[config.mk]
export PLATFORM = sky130hd
export DESIGN_NAME = rx_port_error_interrupt_regs
export DESIGN_NICKNAME = d
export VERILOG_FILES = /design/src/rx_port_irq_pkg.sv /design/src/port_irq_bank.sv /design/src/rx_port_error_interrupt_regs.sv
export VERILOG_INCLUDE_DIRS = /design/src
export SDC_FILE = /design/constraint.sdc
export NUM_CORES = 1
export LEC_CHECK = 0
export BUFFER_PORTS_ARGS = -buffer_cell sky130_fd_sc_hd__buf_2
export CAP_MARGIN = 30
export CORE_MARGIN = 5
export CORE_UTILIZATION = 40
export CTS_CLUSTER_DIAMETER = 120
export DETAILED_ROUTE_END_ITERATION = 7
export GPL_TIMING_DRIVEN = 0
export HOLD_SLACK_MARGIN = 0.05
export PLACE_DENSITY = 0.67
export SYNTH_ARGS = -nofsm -noshare
export SYNTH_HDL_FRONTEND = slang
export SYNTH_HIERARCHICAL = 1
export SYNTH_SLANG_ARGS = --single-unit
[constraint.sdc]
create_clock -name clk -period 2.7 [get_ports clk]
set_clock_uncertainty 0.05 [all_clocks]
set_input_delay 0.27 -clock clk [delete_from_list [all_inputs] [get_ports clk]]
set_output_delay 0.27 -clock clk [all_outputs]
set_load 0.03 [all_outputs]
[src/rx_port_irq_consts.svh]
// Purpose: offsets, field masks and reset values of the per-port interrupt registers
// Assumes: 8-bit register addresses and data
// Notes: definitions only
`ifndef RX_PORT_IRQ_CONSTS_SVH
`define RX_PORT_IRQ_CONSTS_SVH

`define NUM_RX_PORTS 4
`define PORT_SEL_ADDR 8'h4C
`define IRQ_EN_HI_ADDR 8'hD8
`define IRQ_EN_LO_ADDR 8'hD9
`define IRQ_ST_HI_ADDR 8'hDA
`define IRQ_ST_LO_ADDR 8'hDB
`define RX_STS_FIRST_ADDR 8'hF0
`define RX_STS_SECOND_ADDR 8'hF1

`define IRQ_HI_MASK 8'h07
`define IRQ_LO_MASK 8'h77
`define IRQ_REG_RESET 8'h00
`define PORT_SEL_RESET 2'h0

`define BIT_ENC_ERR 2
`define BIT_SEQ_ERR 1
`define BIT_CRC_ERR 0
`define BIT_LINE_LEN 6
`define BIT_LINE_CNT 5
`define BIT_BUF_OVF 4
`define BIT_PARITY 2
`define BIT_PORT_VALID 1
`define BIT_LOCK 0

`endif

[src/rx_port_irq_pkg.sv]
// Purpose: shared types of the per-port interrupt registers
// Assumes: four receive ports
// Notes: constants live in rx_port_irq_consts.svh
`default_nettype none
package rx_port_irq_pkg;
  typedef logic [7:0] reg_byte_t;
  typedef logic [1:0] port_idx_t;
  typedef logic [3:0] port_vec_t;
endpackage : rx_port_irq_pkg
`default_nettype wire
[src/port_irq_bank.sv]
// Purpose: one receive port's enable and sticky status registers
// Assumes: events are one-cycle pulses on clk
// Notes: a set in the same cycle as a clear wins
`timescale 1ns/10ps
`default_nettype none
`include "rx_port_irq_consts.svh"

module port_irq_bank (
  // clock and reset
  input wire logic clk,
  input wire logic reset,
  // register access
  input wire logic wr_en_hi,
  input wire logic wr_en_lo,
  input wire rx_port_irq_pkg::reg_byte_t wdata,
  input wire logic clr_first,
  input wire logic clr_second,
  // events
  input wire logic enc_err,
  input wire logic seq_err,
  input wire logic crc_err,
  input wire logic line_length_change_flag,
  input wire logic line_count_change_flag,
  input wire logic buf_ovf,
  input wire logic parity_err,
  input wire logic port_valid_chg,
  input wire logic lock_chg,
  // state
  output rx_port_irq_pkg::reg_byte_t en_hi,
  output rx_port_irq_pkg::reg_byte_t en_lo,
  output rx_port_irq_pkg::reg_byte_t st_hi,
  output rx_port_irq_pkg::reg_byte_t st_lo,
  output logic irq
);
  import rx_port_irq_pkg::*;

  reg_byte_t en_hi_ff;
  reg_byte_t en_lo_ff;
  reg_byte_t st_hi_ff;
  reg_byte_t st_lo_ff;
  wire reg_byte_t set_hi = {5'b0_0000, enc_err, seq_err, crc_err};
  wire reg_byte_t set_lo = {1'b0, line_length_change_flag, line_count_change_flag, buf_ovf,
                            1'b0, parity_err, port_valid_chg, lock_chg};
  wire reg_byte_t clr_hi = {5'b0_0000, clr_second, clr_first, clr_first};
  wire reg_byte_t clr_lo = {1'b0, {3{clr_second}}, 1'b0, {3{clr_first}}};
  wire reg_byte_t nxt_st_hi = ((st_hi_ff & ~clr_hi) | set_hi) & `IRQ_HI_MASK;
  wire reg_byte_t nxt_st_lo = ((st_lo_ff & ~clr_lo) | set_lo) & `IRQ_LO_MASK;

  always_ff @(posedge clk) begin
    if (reset) begin
      en_hi_ff <= `IRQ_REG_RESET;
      en_lo_ff <= `IRQ_REG_RESET;
      st_hi_ff <= `IRQ_REG_RESET;
      st_lo_ff <= `IRQ_REG_RESET;
    end else begin
      if (wr_en_hi) en_hi_ff <= wdata & `IRQ_HI_MASK;
      if (wr_en_lo) en_lo_ff <= wdata & `IRQ_LO_MASK;
      st_hi_ff <= nxt_st_hi;
      st_lo_ff <= nxt_st_lo;
    end
  end

  assign en_hi = en_hi_ff;
  assign en_lo = en_lo_ff;
  assign st_hi = st_hi_ff;
  assign st_lo = st_lo_ff;
  assign irq = |(st_hi_ff & en_hi_ff) | |(st_lo_ff & en_lo_ff);
endmodule : port_irq_bank
`default_nettype wire

[src/rx_port_error_interrupt_regs.sv]
// Purpose: banked per-port error interrupt enable and status registers
// Assumes: register port driven by the serial-control slave on clk
// Notes: read data one cycle after the read strobe
// Contract
// - port select register picks banked port copy
// - enable hi bit 2 raises encoding error
// - enable hi bit 1 raises sequence error
// - enable hi bit 0 raises CRC error
// - enable lo bit 6 raises line length change
// - enable lo bit 5 raises line count change
// - enable lo bit 4 raises buffer overflow
// - enable lo bit 2 raises parity error
// - enable lo bit 1 raises port valid change
// - enable lo bit 0 raises lock change
// - encoding status set; second status read clears
// - sequence status set; first status read clears
// - CRC status set; first status read clears
// - enable hi resets zero; reserved bits zero
// - line length status latched; second read clears
`timescale 1ns/10ps
`default_nettype none
`include "rx_port_irq_consts.svh"

module rx_port_error_interrupt_regs (
  // clock and reset
  input wire logic clk,
  input wire logic reset,
  // register port
  input wire rx_port_irq_pkg::reg_byte_t reg_addr,
  input wire rx_port_irq_pkg::reg_byte_t reg_wdata,
  input wire logic reg_wr,
  input wire logic reg_rd,
  output rx_port_irq_pkg::reg_byte_t reg_rdata,
  output logic reg_rvalid,
  // per-port events
  input wire rx_port_irq_pkg::port_vec_t enc_err,
  input wire rx_port_irq_pkg::port_vec_t seq_err,
  input wire rx_port_irq_pkg::port_vec_t crc_err,
  input wire rx_port_irq_pkg::port_vec_t line_length_change_flag,
  input wire rx_port_irq_pkg::port_vec_t line_count_change_flag,
  input wire rx_port_irq_pkg::port_vec_t buf_ovf,
  input wire rx_port_irq_pkg::port_vec_t parity_err,
  input wire rx_port_irq_pkg::port_vec_t port_valid_chg,
  input wire rx_port_irq_pkg::port_vec_t lock_chg,
  // interrupt requests
  output rx_port_irq_pkg::port_vec_t port_irq
);
  import rx_port_irq_pkg::*;

  port_idx_t sel_ff;
  reg_byte_t rd_data_ff;
  logic rd_valid_ff;
  reg_byte_t en_hi [`NUM_RX_PORTS];
  reg_byte_t en_lo [`NUM_RX_PORTS];
  reg_byte_t st_hi [`NUM_RX_PORTS];
  reg_byte_t st_lo [`NUM_RX_PORTS];

  wire logic hit_sel = reg_addr == `PORT_SEL_ADDR;
  wire logic hit_en_hi = reg_addr == `IRQ_EN_HI_ADDR;
  wire logic hit_en_lo = reg_addr == `IRQ_EN_LO_ADDR;
  wire logic hit_st_hi = reg_addr == `IRQ_ST_HI_ADDR;
  wire logic hit_st_lo = reg_addr == `IRQ_ST_LO_ADDR;
  wire logic hit_first = reg_addr == `RX_STS_FIRST_ADDR;
  wire logic hit_second = reg_addr == `RX_STS_SECOND_ADDR;

  // selected port's copies
  wire reg_byte_t sel_en_hi = en_hi[sel_ff];
  wire reg_byte_t sel_en_lo = en_lo[sel_ff];
  wire reg_byte_t sel_st_hi = st_hi[sel_ff];
  wire reg_byte_t sel_st_lo = st_lo[sel_ff];
  // port status views of the latched flags
  wire reg_byte_t sts_first = {3'b000, sel_st_hi[`BIT_CRC_ERR], sel_st_hi[`BIT_SEQ_ERR],
                               sel_st_lo[`BIT_PARITY], sel_st_lo[`BIT_PORT_VALID],
                               sel_st_lo[`BIT_LOCK]};
  wire reg_byte_t sts_second = {1'b0, sel_st_lo[`BIT_LINE_LEN], sel_st_lo[`BIT_LINE_CNT],
                                sel_st_lo[`BIT_BUF_OVF], 1'b0, sel_st_hi[`BIT_ENC_ERR],
                                2'b00};

  // unmapped addresses read zero
  wire reg_byte_t nxt_rd_data = hit_sel ? {6'b00_0000, sel_ff} :
                                hit_en_hi ? sel_en_hi :
                                hit_en_lo ? sel_en_lo :
                                hit_st_hi ? sel_st_hi :
                                hit_st_lo ? sel_st_lo :
                                hit_first ? sts_first :
                                hit_second ? sts_second : 8'h00;

  always_ff @(posedge clk) begin
    if (reset) begin
      sel_ff <= `PORT_SEL_RESET;
      rd_data_ff <= 8'h00;
      rd_valid_ff <= 1'b0;
    end else begin
      if (reg_wr && hit_sel) sel_ff <= reg_wdata[1:0];
      rd_valid_ff <= reg_rd;
      if (reg_rd) rd_data_ff <= nxt_rd_data;
    end
  end

  assign reg_rdata = rd_data_ff;
  assign reg_rvalid = rd_valid_ff;

  genvar i;
  generate
    for (i = 0; i < `NUM_RX_PORTS; i++) begin : g_port
      wire logic mine = sel_ff == port_idx_t'(i);
      port_irq_bank u_bank (
        .clk(clk),
        .reset(reset),
        .wr_en_hi(reg_wr && hit_en_hi && mine),
        .wr_en_lo(reg_wr && hit_en_lo && mine),
        .wdata(reg_wdata),
        .clr_first(reg_rd && hit_first && mine),
        .clr_second(reg_rd && hit_second && mine),
        .enc_err(enc_err[i]),
        .seq_err(seq_err[i]),
        .crc_err(crc_err[i]),
        .line_length_change_flag(line_length_change_flag[i]),
        .line_count_change_flag(line_count_change_flag[i]),
        .buf_ovf(buf_ovf[i]),
        .parity_err(parity_err[i]),
        .port_valid_chg(port_valid_chg[i]),
        .lock_chg(lock_chg[i]),
        .en_hi(en_hi[i]),
        .en_lo(en_lo[i]),
        .st_hi(st_hi[i]),
        .st_lo(st_lo[i]),
        .irq(port_irq[i])
      );
    end
  endgenerate

  wire logic p0_sel = sel_ff == 2'h0;
  wire logic p0_wr_hi = reg_wr && hit_en_hi && p0_sel;
  wire logic p0_wr_lo = reg_wr && hit_en_lo && p0_sel;
  wire logic p0_rd_first = reg_rd && hit_first && p0_sel;
  wire logic p0_rd_second = reg_rd && hit_second && p0_sel;
endmodule : rx_port_error_interrupt_regs
`default_nettype wire

# Word level (Yosys, flattened, before mapping)

Index checks and enable logic that the tools add are counted.
Widths: inputs -> output; s select.

Output and inout bits: 13
Word-level logic and storage cells: 116
Input bits: 56
Register bits after elaboration: 83

Bitwise gates (word level): 37
Equal/unequal tests: 10
Reduce and logical (&&, ||, !) cells: 30
$lt $le $gt $ge: 1
Muxes and demuxes: 19

Operators with widths:

| operator           | count |
|---|---|
| $mux 8             | 13 |
| $bmux 8 s2         | 4 |
| $reduce_or 8->1    | 8 |
| $and 7x7->7        | 8 |
| $eq 8x8->1 const B | 6 |
| $not 7->7          | 4 |
| $or 7x7->7         | 4 |
| $and 3x3->3        | 8 |
| $logic_and 1x1->1  | 21 |
| $mux 7             | 2 |
| $not 3->3          | 4 |
| $or 3x3->3         | 4 |
| $eq 8x7->1 const B | 1 |
| $eq 2x2->1 const B | 2 |
| $or 1x1->1         | 4 |
| $ge 3x3->1 const B | 1 |
| $not 2->3          | 1 |
| $eq 2x1->1 const B | 1 |
| $logic_not 2->1    | 1 |

# Logic depth before layout (Yosys ltp)

Word-level depth: 11
Depth in mapped cells: 9
Depth with buffers taken out: 7

# Cells and area by module

Netlist, hierarchy kept.

Modules (own cells, without submodules):

| module                       | cells each | sequential area each (µm²) | instances | area an instance (µm²) |
|---|---|---|---|---|
| port_irq_bank                | 79         | 360.3                      | 4         | 740.7 |
| rx_port_error_interrupt_regs | 179        | 220.2                      | 1         | 1741.7 |

# Worst setup path after synthesis

OpenSTA, ideal clock, no wires.

Path type: input to register
Start point: input reg_addr[0]
End point: register g_port[0].u_bank.en_hi_ff[0]
Cell stages on the path: 6
Buffers on the path: 1
Data arrival time: 1.865 ns
Data required time: 2.533 ns
Path slack: 0.668 ns
Setup time: 0.117 ns
Path through: clkbuf_1 nor4b_2 nand3_1 nor3_1 mux2i_1 nor2_1

Longest elaborated chain between the ends: 3

RTL lines:

| item                            | RTL line                           | RTL |
|---|---|---|
| from (decl)                     | rx_port_error_interrupt_regs.sv:29 | `input wire rx_port_irq_pkg::reg_byte_t reg_addr,` |
| $eq 8x8->1 (no line)            | n/a                                |  |
| $logic_and 1x1->1 (2 in series) | n/a                                |  |
| to (signal assigned)            | port_irq_bank.sv:51                | `` en_hi_ff <= `IRQ_REG_RESET; `` |
| to (signal assigned)            | port_irq_bank.sv:56                | `` if (wr_en_hi) en_hi_ff <= wdata & `IRQ_HI_MASK; `` |
| to (decl)                       | port_irq_bank.sv:37                | `reg_byte_t en_hi_ff;` |

No other way between the ends.
A chain may end at the register's enable or synchronous reset.

# Worst setup path in the final report

Start point: input reg_addr[0]
End point: register g_port[0].u_bank.en_hi_ff[1]

The elaborated chain is that of the path after synthesis.

==> metrics.md <==
| Metric | Value |
|---|---|
| Via density per instance | `approximately 5.3` |
| IO Pins | `slightly below 70` |
| Synth top area share | `between 30% and 40%` |
| Core area | `approximately 11000 um^2` |
| Post-synthesis register bit count | `83` |
| Global route total overflow | `0` |
| Worst EP arrival | `~2.5 ns` |
| Area delta synth->final | `21.6%` |
| CTS Root Cell | `clkbuf_16` |
| Net Sw Power | `between 600 and 700 uW` |
| Die height | `between 100 and 150 um` |
| Post-Route Setup TNS | `0 ns` |
| DP HPWL | `between 10000 and 15000 um` |
| Comb power frac | `9.7%` |
| # rows | `39` |
| Worst reg-to-reg path cell count | `8` |
| Final nets | `678` |
| Status | `complete, no violations` |
| Clk sink count | `83` |
| Top cells by area, synth | `dfxtp_1 35%, mux4_2 14%, buf_4 9.1%, mux2i_1 8.1%, nor2_1 7.1%` |
| Sw frac | `between 20% and 30%` |
| Hold endpoint | `g_port[1].u_bank/st_lo[5]$_SDFF_PP0_` |
| Total chip power | `roughly 2.9 mW` |
| Worst hold path class | `in2reg` |
| Pin count of the biggest net entering global routing | `15` |
| Fraction of layout cells with a size suffix above 1 | `between 30% and 40%` |
| Die width | `118 um` |
| Initial DRC count | `~370` |
| Reg-to-Reg Start | `sel_ff[1]$_SDFFE_PP0P_` |
| Clock Tree Buf Depth | `2` |
| Initial Util | `just over 40%` |
| Internal Power | `between 2 and 2.5 mW` |
| Mean post-synth cell area | `9.50 um^2` |
| Final hold viol count | `0` |
| Distinct cells, synth | `46` |
| Max-slew violations | `0` |
| Maximum clock frequency | `0.425 GHz` |
| Vias in the first global route | `roughly 4000` |
| Seq pwr share | `around 45%` |
| Worst reg2reg setup slack | `between 0.3 and 0.4 ns` |
| Clock-pin slew on the worst setup and hold paths | `approximately 0.060 ns` |
| Antenna violation net count after detailed routing | `0` |
| Max VDD drop | `between 0.4 and 0.5 mV` |
| Synth async-reset ratio | `0%` |
| WL per Instance | `about 18 um` |
| Area of the multi-input gates | `approximately 2600 um^2` |
| Yosys warnings | `6` |
| RSZ-0062 raised after global routing | `no` |
| WHS Path Cells | `3` |
| Gr usage total | `19.6%` |
| # setup viols final | `0` |
| Clk Latency, worst-skew pair | `0.34 ns` |
| Hold path startpoint | `line_count_change_flag[1]` |
| Via count | `slightly above 4000` |
| Critical Path RT | `2.87 ns` |
| R2r endpoint | `g_port[3].u_bank/en_lo[1]$_SDFFE_PP0P_` |
| Max-cap violations | `0` |
| CTS tree | `done` |
| Number of synthesized flops with an enable pin | `0` |
| Commonest register cell after synthesis | `dfxtp_1` |
| Final wirelength | `13800 um` |
| Initial antenna violation count | `0` |
| Post-synthesis sequential area ratio | `about a third` |
| Max_slew headroom | `a little over a third` |
| First-pass GRT wire length | `between 20000 and 25000 um` |
| Seq. cell area | `1660 um^2` |
| Synth Instances | `slightly below 500` |
| Clk pwr share | `between 40 and 50%` |
| Diodes inserted | `0` |
| Worst-Margin Slew | `approximately 0.97 ns` |
| GPL Wtd Cong | `~0.95` |
| Port bufs | `64` |
| Post-CTS setup buffers | `0` |
| Die Area | `~14000 um^2` |
| Final Cycle Share | `87.1%` |
| DRT Pass-1 Iters | `5` |
| # DRC | `0` |
| Critical path launch point type | `input port` |
| Cell area after synthesis | `approximately 4700 um^2` |
| Filler cell count | `around 1100` |
| Yosys top cell by area | `dfxtp_1` |
| Static leakage | `2.38 nW` |
| P per Cell Area | `between 500 and 600 nW/um^2` |
| H-tree depth | `3` |
| Fin crit period | `2.35 ns` |
| CP Capture Type | `flip-flop` |
| Post-CTS Hold Fix Bufs | `0` |
| Crit Path Class | `in2reg` |
| CTS resizes | `0` |
| CTS Buf Count | `9` |
| Crit path max fanout | `10` |
-- synth_stat cells (2+ instances only) --
cell      instances
nor2b_1           4
nor2_1           89
o22ai_1           2
a22o_1            6
mux4_1            4
a32o_1            3
mux4_2           29
nand3_1          11
conb_1            4
dfxtp_1          83
buf_2            16
nor3_1            5
a221oi_2          4
buf_4            57
a22oi_1           5
clkbuf_1          8
mux2i_1          38
a31oi_1           4
a21oi_1          47
nand2b_1          3
buf_1             2
a211oi_1          2
nand2_1          19
o21ai_0          11
a222oi_1          4
inv_1            11
nor4_1            3
o32ai_1           3
-- state kept, by name, summed over array words and instances, names as in the netlist --
name	count
g_port.u_bank/en_lo	24
g_port.u_bank/st_lo	24
reg_rvalid	1
g_port.u_bank/st_hi	12
g_port.u_bank/en_hi	12
sel_ff	2
reg_rdata	8
-- cells in the final DEF, fill, tap and decap left out, drive strengths merged, types with 5 or more instances in the layout --
| cell | instances |
|---|---|
| a21oi | 47 |
| a221oi | 5 |
| a22o | 6 |
| a22oi | 5 |
| buf | 141 |
| clkbuf | 20 |
| conb | 56 |
| dfxtp | 83 |
| inv | 13 |
| mux2i | 38 |
| mux4 | 33 |
| nand2 | 19 |
| nand3 | 11 |
| nor2 | 89 |
| nor3 | 5 |
| o21ai | 11 |
-- worst max-delay path: stages --
cell and delay (ns):
clkbuf_1 0.17, nor4b_2 0.86, nand3_1 0.38, nor3_1 0.53, mux2i_1 0.25, nor2_1 0.07
-- how the worst max path moves through the flow --
stage | startpoint | endpoint | slack, ns | cells after the start
3_3_place_gp | reg_addr[0] | g_port[0].u_bank/en_hi[2]$_SDFFE_PP0P_ | 0.13 | 6
6_report | reg_addr[0] | g_port[0].u_bank/en_hi[1]$_SDFFE_PP0P_ | 0.35 | 6
4_1_cts | sel_ff[1]$_SDFFE_PP0P_ | g_port[2].u_bank/en_hi[1]$_SDFFE_PP0P_ | 0.41 | 7
3_5_place_dp | reg_addr[0] | g_port[0].u_bank/en_hi[1]$_SDFFE_PP0P_ | 0.06 | 6
2_1_floorplan | reg_addr[0] | g_port[0].u_bank/en_hi[0]$_SDFFE_PP0P_ | 0.67 | 6
5_1_grt | sel_ff[0]$_SDFFE_PP0P_ | g_port[1].u_bank/en_lo[5]$_SDFFE_PP0P_ | 0.17 | 9
-- final cells by class --
| cell class | instances | share of cell area, % |
|---|---|---|
| Multi-Input combinational cell | 367 | 45.8 |
| Sequential cell | 83 | 29.0 |
| Buffer | 85 | 10.0 |
| Timing Repair Buffer | 64 | 5.60 |
| Clock buffer | 12 | 4.66 |
| Tap cell | 143 | 3.13 |
| Clock inverter | 4 | 0.962 |
| Inverter | 12 | 0.787 |
-- logic make-up after synthesis --
kind of cell	after synthesis	synth area share, %
buffers and inverters	97	13.1
muxes	71	24.2
and+or+nand+nor	144	13.6
other	4	0.319
DFF	83	35.3
AOI/OAI and AO/OA	96	13.5
-- power by group through the flow --
stage | clock [mW] | combinational [mW] | sequential (mW)
global placement | 0 | 0.270 | 1.34
detailed placement | 0 | 0.274 | 1.34
CTS | 1.33 | 0.275 | 1.31
floorplan | 0 | 0.187 | 1.32
finish | 1.31 | 0.283 | 1.32
global route | 1.39 | 0.314 | 1.32
-- layer usage --
layer,up-vias,routed length [um],global-route usage (%)
li1,1946,-,-
met1,1951,5760,24.9
met2,183,6580,31.9
met3,27,1060,5.21
met4,0,378,7.87
met5,-,0,0
-- metrics by stage --
stage	cells	util, %	instance area [um^2]	worst slack (ns)	hold slack, ns
after floorplan	547	-	4900	0.668	0.337
after global routing	770	49.9	5720	0.171	0.0849
after detailed placement	754	47.1	5400	0.0572	0.408
after global placement	754	47.1	5400	0.133	0.395
final	770	49.9	5720	0.349	0.0830
after CTS	770	49.9	5720	0.406	0.0738
Note: power is estimated with default switching activity, not from simulation.
